## config.mk

```make
export PLATFORM = sky130hd
export DESIGN_NAME = rdv_regulator_ctrl
export DESIGN_NICKNAME = d
export VERILOG_FILES = /design/src/rtl/rdv_pkg.sv /design/src/rtl/rdv_ramp.sv /design/src/rtl/rdv_regulator_ctrl.sv
export SDC_FILE = /design/constraint.sdc
export NUM_CORES = 1
export LEC_CHECK = 0
export BUFFER_PORTS_ARGS = -buffer_cell sky130_fd_sc_hd__buf_2
export CORE_UTILIZATION = 59
export CTS_CLUSTER_SIZE = 25
export DETAILED_ROUTE_END_ITERATION = 8
export PLACE_DENSITY = 0.8
export SLEW_MARGIN = 20
export SYNTH_ARGS = -nofsm -noshare
export SYNTH_HDL_FRONTEND = slang
export SYNTH_SLANG_ARGS = --single-unit
```

## constraint.sdc

```tcl
create_clock -name clk -period 11.89 [get_ports clk]
set_clock_uncertainty 0.15 [all_clocks]
set_input_delay 0.5945 -clock clk [delete_from_list [all_inputs] [get_ports clk]]
set_output_delay 0.5945 -clock clk [all_outputs]
set_load 0.1 [all_outputs]
```

## src/rtl/rdv_pkg.sv

```systemverilog
/*
  Shared constants and types for the regulator enable, voltage-select and slew control.
  Assumes a single 20 MHz clock and a 32-bit AXI4-Lite register port.
*/
package rdv_pkg;

  // ----------------------------------------------------------------
  // Timing
  // ----------------------------------------------------------------
  localparam int CLK_NS   = 50;
  localparam int TICK_NS  = 1000;
  localparam int TICK_CYC = (TICK_NS + CLK_NS - 1) / CLK_NS;
  localparam int BIAS_NS  = 85000;
  localparam int BIAS_CYC = (BIAS_NS + CLK_NS - 1) / CLK_NS;

  // ----------------------------------------------------------------
  // Voltage model, one level step is 3.125 mV
  // ----------------------------------------------------------------
  localparam int              LVL_W        = 12;
  localparam int              CODE_W       = 7;
  localparam logic [11:0]     LVL_BASE     = 12'h340;
  localparam logic [11:0]     LVL_PER_CODE = 12'h004;
  localparam logic [11:0]     RISE_SLOW    = 12'h004;
  localparam logic [11:0]     RISE_FAST    = 12'h008;
  localparam logic [11:0]     FALL_SLOW    = 12'h001;
  localparam logic [11:0]     FALL_FAST    = 12'h002;
  localparam logic [15:0]     PG_NUM       = 16'h0009;
  localparam logic [15:0]     PG_DEN       = 16'h000a;

  // ----------------------------------------------------------------
  // Register map
  // ----------------------------------------------------------------
  localparam int              ADDR_W       = 8;
  localparam logic [7:0]      OFS_CTRL     = 8'h00;
  localparam logic [7:0]      OFS_VSEL0    = 8'h04;
  localparam logic [7:0]      OFS_VSEL1    = 8'h08;
  localparam logic [7:0]      OFS_STATUS   = 8'h0c;
  localparam logic [7:0]      OFS_IRQ_STAT = 8'h10;
  localparam logic [7:0]      OFS_IRQ_MASK = 8'h14;

  localparam int              CTRL_EN_BIT   = 0;
  localparam int              CTRL_RISE_BIT = 1;
  localparam int              CTRL_FALL_BIT = 2;
  localparam logic [2:0]      CTRL_RST      = 3'h1;
  localparam logic [6:0]      VSEL0_RST     = 7'h38;
  localparam logic [6:0]      VSEL1_RST     = 7'h40;

  localparam int              IRQ_W         = 3;
  localparam int              IRQ_FAULT     = 0;
  localparam int              IRQ_PG        = 1;
  localparam int              IRQ_SS        = 2;
  localparam logic [2:0]      IRQ_MASK_RST  = 3'h0;

  localparam logic [1:0]      RESP_OKAY     = 2'h0;
  localparam logic [1:0]      RESP_SLVERR   = 2'h2;

  // ----------------------------------------------------------------
  // Sequencer states
  // ----------------------------------------------------------------
  typedef enum logic [2:0] {
    ST_OFF,
    ST_BIAS,
    ST_IDLE,
    ST_SOFT,
    ST_REG
  } rdv_state_t;

endpackage : rdv_pkg

```

## src/rtl/rdv_ramp.sv

```systemverilog
/*
  Output level ramp: moves the level toward the target once per microsecond.
  Assumes the caller holds run low while the regulator is off.
*/
`timescale 1ns/1ns
`default_nettype none

module rdv_ramp #(
  parameter int LVL_W = rdv_pkg::LVL_W
) (
  input  wire logic             clk,
  input  wire logic             rst,
  input  wire logic             ce,
  input  wire logic             run,
  input  wire logic             rise_fast,
  input  wire logic             fall_fast,
  input  wire logic [LVL_W-1:0] target,
  output logic      [LVL_W-1:0] level,
  output logic                  at_target
);
  import rdv_pkg::*;

  localparam int TW = $clog2(TICK_CYC);
  localparam logic [TW-1:0] TICK_LAST = TW'(TICK_CYC - 1);

  logic [TW-1:0]    tick_ff;
  logic [TW-1:0]    nxt_tick;
  logic [LVL_W-1:0] level_ff;
  logic [LVL_W-1:0] nxt_level;
  logic             at_ff;
  logic             nxt_at;
  logic [LVL_W-1:0] step_up;
  logic [LVL_W-1:0] step_dn;

  // ----------------------------------------------------------------
  // Ramp step
  // ----------------------------------------------------------------
  always_comb begin
    step_up   = rise_fast ? LVL_W'(RISE_FAST) : LVL_W'(RISE_SLOW);
    step_dn   = fall_fast ? LVL_W'(FALL_FAST) : LVL_W'(FALL_SLOW);
    nxt_tick  = tick_ff;
    nxt_level = level_ff;
    if (!run) begin
      nxt_tick  = '0;
      nxt_level = '0;
    end else if (tick_ff == TICK_LAST) begin
      nxt_tick = '0;
      if (level_ff < target) begin
        if ((target - level_ff) > step_up) begin
          nxt_level = level_ff + step_up;
        end else begin
          nxt_level = target;
        end
      end else if (level_ff > target) begin
        if ((level_ff - target) > step_dn) begin
          nxt_level = level_ff - step_dn;
        end else begin
          nxt_level = target;
        end
      end
    end else begin
      nxt_tick = tick_ff + TW'(1);
    end
    nxt_at = run && (nxt_level == target);
  end

  always_ff @(posedge clk) begin
    if (rst) begin
      tick_ff  <= '0;
      level_ff <= '0;
      at_ff    <= 1'b0;
    end else if (ce) begin
      tick_ff  <= nxt_tick;
      level_ff <= nxt_level;
      at_ff    <= nxt_at;
    end
  end

  assign level     = level_ff;
  assign at_target = at_ff;

endmodule : rdv_ramp

`default_nettype wire

```

## src/rtl/rdv_regulator_ctrl.sv

```systemverilog
/*
  Regulator enable sequencing, voltage selection, slew control, power-good and
  AXI4-Lite control registers with a masked interrupt.
  Assumes all pins and fault flags are synchronous to clk and a 20 MHz clock.
*/
`timescale 1ns/1ns
`default_nettype none

module rdv_regulator_ctrl #(
  parameter bit PG_ACTIVE_HIGH = 1'b1
) (
  input  wire logic                      clk,
  input  wire logic                      rst,
  input  wire logic                      ce,
  input  wire logic                      enable_pin,
  input  wire logic                      voltage_select_pin,
  input  wire logic                      over_temp,
  input  wire logic                      supply_undervoltage_lockout,
  input  wire logic                      over_current,
  input  wire logic [rdv_pkg::ADDR_W-1:0] s_axi_awaddr,
  input  wire logic                      s_axi_awvalid,
  output logic                           s_axi_awready,
  input  wire logic [31:0]               s_axi_wdata,
  input  wire logic [3:0]                s_axi_wstrb,
  input  wire logic                      s_axi_wvalid,
  output logic                           s_axi_wready,
  output logic [1:0]                     s_axi_bresp,
  output logic                           s_axi_bvalid,
  input  wire logic                      s_axi_bready,
  input  wire logic [rdv_pkg::ADDR_W-1:0] s_axi_araddr,
  input  wire logic                      s_axi_arvalid,
  output logic                           s_axi_arready,
  output logic [31:0]                    s_axi_rdata,
  output logic [1:0]                     s_axi_rresp,
  output logic                           s_axi_rvalid,
  input  wire logic                      s_axi_rready,
  output logic                           regulator_on,
  output logic [rdv_pkg::LVL_W-1:0]      vout_level,
  output logic                           power_good_out,
  output logic                           power_good_oe,
  output logic                           irq
);
  import rdv_pkg::*;

  localparam int BW = $clog2(BIAS_CYC);
  localparam logic [BW-1:0] BIAS_LAST = BW'(BIAS_CYC - 1);
  localparam logic PG_OE_RST = PG_ACTIVE_HIGH;

  // ----------------------------------------------------------------
  // Declarations
  // ----------------------------------------------------------------
  logic [ADDR_W-1:0] awaddr_ff, nxt_awaddr;
  logic              aw_have_ff, nxt_aw_have;
  logic [31:0]       wdata_ff, nxt_wdata;
  logic              wstrb0_ff, nxt_wstrb0;
  logic              w_have_ff, nxt_w_have;
  logic              awready_ff, nxt_awready;
  logic              wready_ff, nxt_wready;
  logic              bvalid_ff, nxt_bvalid;
  logic [1:0]        bresp_ff, nxt_bresp;
  logic              arready_ff, nxt_arready;
  logic              rvalid_ff, nxt_rvalid;
  logic [1:0]        rresp_ff, nxt_rresp;
  logic [31:0]       rdata_ff, nxt_rdata;
  logic              do_write;
  logic              wr_hit;
  logic              wr_ctrl, wr_vsel0, wr_vsel1, wr_istat, wr_imask;
  logic              rd_hit;
  logic [31:0]       rd_word;

  rdv_state_t        state_ff, nxt_state;
  logic [BW-1:0]     bias_cnt_ff, nxt_bias_cnt;
  logic [2:0]        ctrl_ff, nxt_ctrl;
  logic [6:0]        vsel0_ff, nxt_vsel0;
  logic [6:0]        vsel1_ff, nxt_vsel1;
  logic              sel_latch_ff, nxt_sel_latch;
  logic              fault_prev_ff, nxt_fault_prev;
  logic              reg_on_ff, nxt_reg_on;
  logic              pg_ff, nxt_pg;
  logic              pg_oe_ff, nxt_pg_oe;
  logic              pg_drv_ff, nxt_pg_drv;
  logic [IRQ_W-1:0]  istat_ff, nxt_istat;
  logic [IRQ_W-1:0]  imask_ff, nxt_imask;
  logic              irq_ff, nxt_irq;
  logic [IRQ_W-1:0]  events;
  logic [IRQ_W-1:0]  iclr;
  logic              fault;
  logic              sel_eff;
  logic [6:0]        code;
  logic [LVL_W-1:0]  target;
  logic [LVL_W-1:0]  level;
  logic              at_target;
  logic              pg_level_ok;

  // ----------------------------------------------------------------
  // Address decode
  // ----------------------------------------------------------------
  always_comb begin
    wr_ctrl  = 1'b0;
    wr_vsel0 = 1'b0;
    wr_vsel1 = 1'b0;
    wr_istat = 1'b0;
    wr_imask = 1'b0;
    wr_hit   = 1'b1;
    if (awaddr_ff == OFS_CTRL) begin
      wr_ctrl = 1'b1;
    end else if (awaddr_ff == OFS_VSEL0) begin
      wr_vsel0 = 1'b1;
    end else if (awaddr_ff == OFS_VSEL1) begin
      wr_vsel1 = 1'b1;
    end else if (awaddr_ff == OFS_STATUS) begin
      wr_hit = 1'b1;
    end else if (awaddr_ff == OFS_IRQ_STAT) begin
      wr_istat = 1'b1;
    end else if (awaddr_ff == OFS_IRQ_MASK) begin
      wr_imask = 1'b1;
    end else begin
      wr_hit = 1'b0;
    end
    rd_hit  = 1'b1;
    rd_word = 32'h0;
    if (s_axi_araddr == OFS_CTRL) begin
      rd_word = {29'h0, ctrl_ff};
    end else if (s_axi_araddr == OFS_VSEL0) begin
      rd_word = {25'h0, vsel0_ff};
    end else if (s_axi_araddr == OFS_VSEL1) begin
      rd_word = {25'h0, vsel1_ff};
    end else if (s_axi_araddr == OFS_STATUS) begin
      rd_word = {4'h0, level, 11'h0, sel_latch_ff, pg_ff, (state_ff == ST_REG), reg_on_ff,
                 (state_ff != ST_OFF) && (state_ff != ST_BIAS)};
    end else if (s_axi_araddr == OFS_IRQ_STAT) begin
      rd_word = {29'h0, istat_ff};
    end else if (s_axi_araddr == OFS_IRQ_MASK) begin
      rd_word = {29'h0, imask_ff};
    end else begin
      rd_hit = 1'b0;
    end
  end

  // ----------------------------------------------------------------
  // AXI4-Lite write and read channels
  // ----------------------------------------------------------------
  assign do_write = aw_have_ff && w_have_ff && !bvalid_ff;

  always_comb begin
    nxt_awaddr  = awaddr_ff;
    nxt_aw_have = aw_have_ff;
    nxt_wdata   = wdata_ff;
    nxt_wstrb0  = wstrb0_ff;
    nxt_w_have  = w_have_ff;
    nxt_bvalid  = bvalid_ff;
    nxt_bresp   = bresp_ff;
    if (s_axi_awvalid && awready_ff) begin
      nxt_awaddr  = s_axi_awaddr;
      nxt_aw_have = 1'b1;
    end
    if (s_axi_wvalid && wready_ff) begin
      nxt_wdata  = s_axi_wdata;
      nxt_wstrb0 = s_axi_wstrb[0];
      nxt_w_have = 1'b1;
    end
    if (bvalid_ff && s_axi_bready) begin
      nxt_bvalid = 1'b0;
    end
    if (do_write) begin
      nxt_aw_have = 1'b0;
      nxt_w_have  = 1'b0;
      nxt_bvalid  = 1'b1;
      nxt_bresp   = wr_hit ? RESP_OKAY : RESP_SLVERR;
    end
    nxt_awready = !nxt_aw_have && !nxt_bvalid;
    nxt_wready  = !nxt_w_have && !nxt_bvalid;
    nxt_rvalid  = rvalid_ff;
    nxt_rdata   = rdata_ff;
    nxt_rresp   = rresp_ff;
    if (rvalid_ff && s_axi_rready) begin
      nxt_rvalid = 1'b0;
    end
    if (s_axi_arvalid && arready_ff) begin
      nxt_rvalid = 1'b1;
      nxt_rdata  = rd_word;
      nxt_rresp  = rd_hit ? RESP_OKAY : RESP_SLVERR;
    end
    nxt_arready = !nxt_rvalid;
  end

  always_ff @(posedge clk) begin
    if (rst) begin
      awaddr_ff  <= '0;
      aw_have_ff <= 1'b0;
      wdata_ff   <= 32'h0;
      wstrb0_ff  <= 1'b0;
      w_have_ff  <= 1'b0;
      awready_ff <= 1'b0;
      wready_ff  <= 1'b0;
      bvalid_ff  <= 1'b0;
      bresp_ff   <= RESP_OKAY;
      arready_ff <= 1'b0;
      rvalid_ff  <= 1'b0;
      rdata_ff   <= 32'h0;
      rresp_ff   <= RESP_OKAY;
    end else if (ce) begin
      awaddr_ff  <= nxt_awaddr;
      aw_have_ff <= nxt_aw_have;
      wdata_ff   <= nxt_wdata;
      wstrb0_ff  <= nxt_wstrb0;
      w_have_ff  <= nxt_w_have;
      awready_ff <= nxt_awready;
      wready_ff  <= nxt_wready;
      bvalid_ff  <= nxt_bvalid;
      bresp_ff   <= nxt_bresp;
      arready_ff <= nxt_arready;
      rvalid_ff  <= nxt_rvalid;
      rdata_ff   <= nxt_rdata;
      rresp_ff   <= nxt_rresp;
    end
  end

  // ----------------------------------------------------------------
  // Target selection and output ramp
  // ----------------------------------------------------------------
  assign fault   = over_temp || supply_undervoltage_lockout || over_current;
  assign sel_eff = (state_ff == ST_REG) ? voltage_select_pin : sel_latch_ff;
  assign code    = sel_eff ? vsel1_ff : vsel0_ff;
  assign target  = LVL_BASE + (LVL_W'(code) * LVL_PER_CODE);
  assign pg_level_ok = ({4'h0, level} * PG_DEN) >= ({4'h0, target} * PG_NUM);

  rdv_ramp #(
    .LVL_W     (LVL_W)
  ) u_ramp (
    .clk       (clk),
    .rst       (rst),
    .ce        (ce),
    .run       (reg_on_ff),
    .rise_fast (ctrl_ff[CTRL_RISE_BIT]),
    .fall_fast (ctrl_ff[CTRL_FALL_BIT]),
    .target    (target),
    .level     (level),
    .at_target (at_target)
  );

  // ----------------------------------------------------------------
  // Sequencer, control registers and interrupt
  // ----------------------------------------------------------------
  always_comb begin
    nxt_state      = state_ff;
    nxt_bias_cnt   = bias_cnt_ff;
    nxt_sel_latch  = sel_latch_ff;
    nxt_ctrl       = ctrl_ff;
    nxt_vsel0      = vsel0_ff;
    nxt_vsel1      = vsel1_ff;
    nxt_imask      = imask_ff;
    nxt_fault_prev = fault;
    iclr           = '0;
    if (do_write && wstrb0_ff) begin
      if (wr_ctrl) begin
        nxt_ctrl = wdata_ff[2:0];
      end
      if (wr_vsel0) begin
        nxt_vsel0 = wdata_ff[6:0];
      end
      if (wr_vsel1) begin
        nxt_vsel1 = wdata_ff[6:0];
      end
      if (wr_istat) begin
        iclr = wdata_ff[IRQ_W-1:0];
      end
      if (wr_imask) begin
        nxt_imask = wdata_ff[IRQ_W-1:0];
      end
    end
    case (state_ff)
      ST_OFF: begin
        nxt_bias_cnt = '0;
        if (enable_pin) begin
          nxt_state     = ST_BIAS;
          nxt_sel_latch = voltage_select_pin;
        end
      end
      ST_BIAS: begin
        nxt_bias_cnt = bias_cnt_ff + BW'(1);
        if (bias_cnt_ff == BIAS_LAST) begin
          nxt_state = ST_IDLE;
        end
      end
      ST_IDLE: begin
        if (ctrl_ff[CTRL_EN_BIT] && !fault) begin
          nxt_state = ST_SOFT;
        end
      end
      ST_SOFT: begin
        if (fault || !ctrl_ff[CTRL_EN_BIT]) begin
          nxt_state     = ST_IDLE;
          nxt_sel_latch = voltage_select_pin;
        end else if (at_target) begin
          nxt_state = ST_REG;
        end
      end
      ST_REG: begin
        if (fault || !ctrl_ff[CTRL_EN_BIT]) begin
          nxt_state     = ST_IDLE;
          nxt_sel_latch = voltage_select_pin;
        end
      end
      default: begin
        nxt_state = ST_OFF;
      end
    endcase
    if (!enable_pin) begin
      nxt_state = ST_OFF;
      nxt_ctrl  = CTRL_RST;
      nxt_vsel0 = VSEL0_RST;
      nxt_vsel1 = VSEL1_RST;
    end
    nxt_reg_on = (nxt_state == ST_SOFT) || (nxt_state == ST_REG);
    nxt_pg     = nxt_reg_on && reg_on_ff && pg_level_ok;
    nxt_pg_oe  = PG_ACTIVE_HIGH ? !nxt_pg : nxt_pg;
    nxt_pg_drv = 1'b0;
    events            = '0;
    events[IRQ_FAULT] = fault && !fault_prev_ff;
    events[IRQ_PG]    = nxt_pg && !pg_ff;
    events[IRQ_SS]    = (state_ff == ST_SOFT) && (nxt_state == ST_REG);
    nxt_istat = (istat_ff & ~iclr) | events;
    nxt_irq   = |(nxt_istat & nxt_imask);
  end

  always_ff @(posedge clk) begin
    if (rst) begin
      state_ff      <= ST_OFF;
      bias_cnt_ff   <= '0;
      sel_latch_ff  <= 1'b0;
      ctrl_ff       <= CTRL_RST;
      vsel0_ff      <= VSEL0_RST;
      vsel1_ff      <= VSEL1_RST;
      fault_prev_ff <= 1'b0;
      reg_on_ff     <= 1'b0;
      pg_ff         <= 1'b0;
      pg_oe_ff      <= PG_OE_RST;
      pg_drv_ff     <= 1'b0;
      istat_ff      <= '0;
      imask_ff      <= IRQ_MASK_RST;
      irq_ff        <= 1'b0;
    end else if (ce) begin
      state_ff      <= nxt_state;
      bias_cnt_ff   <= nxt_bias_cnt;
      sel_latch_ff  <= nxt_sel_latch;
      ctrl_ff       <= nxt_ctrl;
      vsel0_ff      <= nxt_vsel0;
      vsel1_ff      <= nxt_vsel1;
      fault_prev_ff <= nxt_fault_prev;
      reg_on_ff     <= nxt_reg_on;
      pg_ff         <= nxt_pg;
      pg_oe_ff      <= nxt_pg_oe;
      pg_drv_ff     <= nxt_pg_drv;
      istat_ff      <= nxt_istat;
      imask_ff      <= nxt_imask;
      irq_ff        <= nxt_irq;
    end
  end

  // ----------------------------------------------------------------
  // Outputs
  // ----------------------------------------------------------------
  assign s_axi_awready  = awready_ff;
  assign s_axi_wready   = wready_ff;
  assign s_axi_bvalid   = bvalid_ff;
  assign s_axi_bresp    = bresp_ff;
  assign s_axi_arready  = arready_ff;
  assign s_axi_rvalid   = rvalid_ff;
  assign s_axi_rdata    = rdata_ff;
  assign s_axi_rresp    = rresp_ff;
  assign regulator_on   = reg_on_ff;
  assign vout_level     = level;
  assign power_good_out = pg_drv_ff;
  assign power_good_oe  = pg_oe_ff;
  assign irq            = irq_ff;

endmodule : rdv_regulator_ctrl

`default_nettype wire

```

==> qor.csv <==
stage;metric;value;unit
run_status;status;completed;
routing;ant_nets;0;
power;p_per_area;99.6;mW/mm^2
run;drv_cap;0;
power;p_total;0.000893;W
setup_path;critPathMaxFanout;11;
logic_synthesis;syn_inst;1079;
finish;multi_input_area;0.00562;mm^2
timing;fin_ws;4.72;ns
grt;grt_start_max_net_pins;56;
placed_design;place.port_buffers;77;
floorplan;die_w;120;um
clock_tree;insertion_delay;0.35;ns
routing;num_vias;8153;
timing;hold_violations;0;
logic_synthesis;ys_seq_elements;105;
timing;rsz0062_at_grt;false;
routing;drtIter0Drc;1034;
finish;design_area;0.00896;mm^2
placed_design;place_area;0.00863;mm^2
timing;relSlewSlack;0.298;
clock_tree;clk_pin_slew_worst_paths;0.07;ns
timing;finalCritPeriodShare;0.603;
finish;syn_to_final_growth;9.06;%
grt;overflow;0;
grt;grt_usage;0.326;
power;power_leakage;3.88;nW
setup_path;cp.required;11.99;ns
routing;routed_wl;23100;um
clock_tree;numCtsBuffers;9;
clock_tree;cts.sinks;105;
hold_path;hold_path.class;flop to flop;
setup_path;cpPeakStageDelay;0.87;ns
grt;first_global_vias;7482;
floorplan;die-area;0.0144;mm^2
setup_path;critPathCaptureType;flop;
setup_path;crit_slowest_cell;a2111oi_0;
setup_path;path_cells;or3b_1, mux2i_4, mux2i_1, ha_1, clkinv_1, ha_1, nand3_1, a211oi_1, mux2_2, nand4bb_1, or4_1, a21boi_0, a2111oi_0, a2111oi_0, a311oi_1, nor4_1, a31o_1;
finish;insertedDiodeCount;0;
setup_path;worst_setup_path_start_kind;flop;
routing;drc;0;
logic_synthesis;synthDistinctLibCells;78;
power;ir_drop;101;uV
timing;setup_violations;0;
finish;filler_cell_count;1178;
floorplan;initial_core_util;0.613;
grt;grt_pass1_wl;37700;um
logic_synthesis;synth_edf_count;0;
setup_path;cp.arrival;7.26;ns
routing;via_per_inst;6.28;
clock_tree;cts_resized;0;
floorplan;coreArea;0.0134;mm^2
timing;fin_setup_tns;0;ns
clock_tree;hold_buffers;0;
clock_tree;clock_path_buffers;2;
clock_tree;cts_tree;yes;
floorplan;pin_count;122;
clock_tree;post_cts_buffers;0;
finish;nets;1257;
timing;worstMarginPinSlew;1.04;ns
logic_synthesis;ys_seq_area_frac;0.256;
grt;antenna_found_initial;0;
finish;register_area;0.00210;mm^2
timing;timing.hold.ws;0.309;ns
timing;period_minus_slack;7.17;ns
placed_design;place_congestion;0.977;
logic_synthesis;async_flop_share;0;
setup_path;critPathKind;flop to flop;
logic_synthesis;ys_warn_count;0;
placed_design;place_ws;5.08;ns
timing;slew_violations;0;
routing;dr.pass1.iters;8;
logic_synthesis;syn_avg_cell_area;7.62;um^2
floorplan;die_h;120;um
finish;drive_gt1_frac;0.111;
placed_design;dp_hpwl;16800;um
clock_tree;htree_levels;3;
logic_synthesis;netlist_area;0.00822;mm^2
logic_synthesis;synth_ff_type;dfxtp_1;
floorplan;num_rows;42;
clock_tree;root_buffer;clkbuf_16;
routing;wl_per_cell;17.8;um
timing;max_freq;0.140;GHz
[cells in the mapped netlist (all sizes together), types with 11 or more instances]
library cell,number,area [um^2]
nor4,12,75.1
nor3,35,175
mux2i,30,313
a22oi,23,173
clkbuf,48,180
o21a,11,82.6
nand2b,11,68.8
ha,68,851
xor2,18,158
nand3,30,150
xnor2,28,245
nand2,120,450
o21ai,39,199
o21bai,11,82.6
nor2,121,470
a21oi,86,430
dfxtp,105,2100
nand4,13,81.3
inv,50,188
a21o,11,82.6
a211oi,19,143
buf,29,181
and2,11,68.8
[placed cells by master (no fill, tap or decap), types with 7 or more instances in the layout]
cell,count
mux2i_1,29
or3_1,7
nand3_1,30
o21bai_1,11
nor3b_1,7
xnor2_1,28
dfxtp_1,105
a22oi_1,23
buf_2,77
nand2_1,120
inv_1,50
or4_1,7
a21oi_1,86
a211oi_1,19
nor4_1,12
a21o_1,11
xor2_1,18
clkbuf_16,9
and2_1,11
conb_1,16
ha_1,68
nor3_1,35
nand2b_1,11
and3_1,10
o21a_1,11
nor2_1,120
mux2_2,7
o21ai_0,36
nand4_1,13
buf_4,14
o211ai_1,9
[critical path, delay by kind of cell, from the launching register on]
kind | cells | cell delay (ns)
mux | 3 | 1.40
flops | 1 | 0.44
fa+ha+maj | 2 | 1.14
buf+inv | 1 | 0.37
compound gates | 6 | 1.94
simple gates | 5 | 1.62
[power breakdown]
group,leakage (nW),internal [W],switching (W)
sequential,0.851,0.000359,0.00000760
clock,0.162,0.000209,0.000126
combinational,2.87,0.0000561,0.000134
[state kept, by name, indices dropped and copies added, names as in the netlist, 3 cells and up]
name,flops
vsel0_ff,7
s_axi_rdata,19
state_ff,3
vsel1_ff,7
awaddr_ff,8
u_ramp.tick_ff,5
bias_cnt_ff,11
u_ramp.level,12
ctrl_ff,3
imask_ff,3
wdata_ff,7
istat_ff,3
[area by class of cell]
class                   instances  share of cell area
multi-input cells             860               0.627
flip-flops and latches        105               0.235
repair buffers                 91              0.0547
clock buffers                  11              0.0271
well taps                     176              0.0246
inverters                      52              0.0218
clock inverters                 3              0.0101
[logic make-up (layout without fill, tap and decap cells)]
group / count (synthesis) / after routing / share of synthesized area
flops: 105 / 105 / 0.256
fa+ha+maj: 73 / 73 / 0.116
buf+inv: 129 / 157 / 0.0678
compound gates: 282 / 282 / 0.227
xor+xnor: 46 / 46 / 0.0490
simple gates: 406 / 406 / 0.236
other cells: 1 / 16 / 0.000456
mux: 37 / 37 / 0.0477
[worst paths after layout]
kind	start	end	slack, ns	depth (start not counted)
setup / recovery	state_ff[2]	u_ramp.at_target	4.72	17
hold / removal	awaddr_ff[7]	awaddr_ff[7]	0.31	2
setup reg to reg	state_ff[2]	u_ramp.at_target	4.72	17
hold reg to reg	awaddr_ff[7]	awaddr_ff[7]	0.31	2
[through the flow]
step	util	cells
after floorplan	-	1094
after global placement	0.644	1284
after detailed placement	0.644	1284
after CTS	0.669	1298
after global routing	0.669	1298
final	0.669	1298
[metal layers]
layer  part of all wire  vias up  GRT usage
met3               0.10       53     0.0713
li1                   -     3932          -
met4              0.023        0     0.0922
met2               0.43      395      0.500
met5                  0        -          0
met1               0.44     3773      0.457
Power figures use the tool's default switching activity.
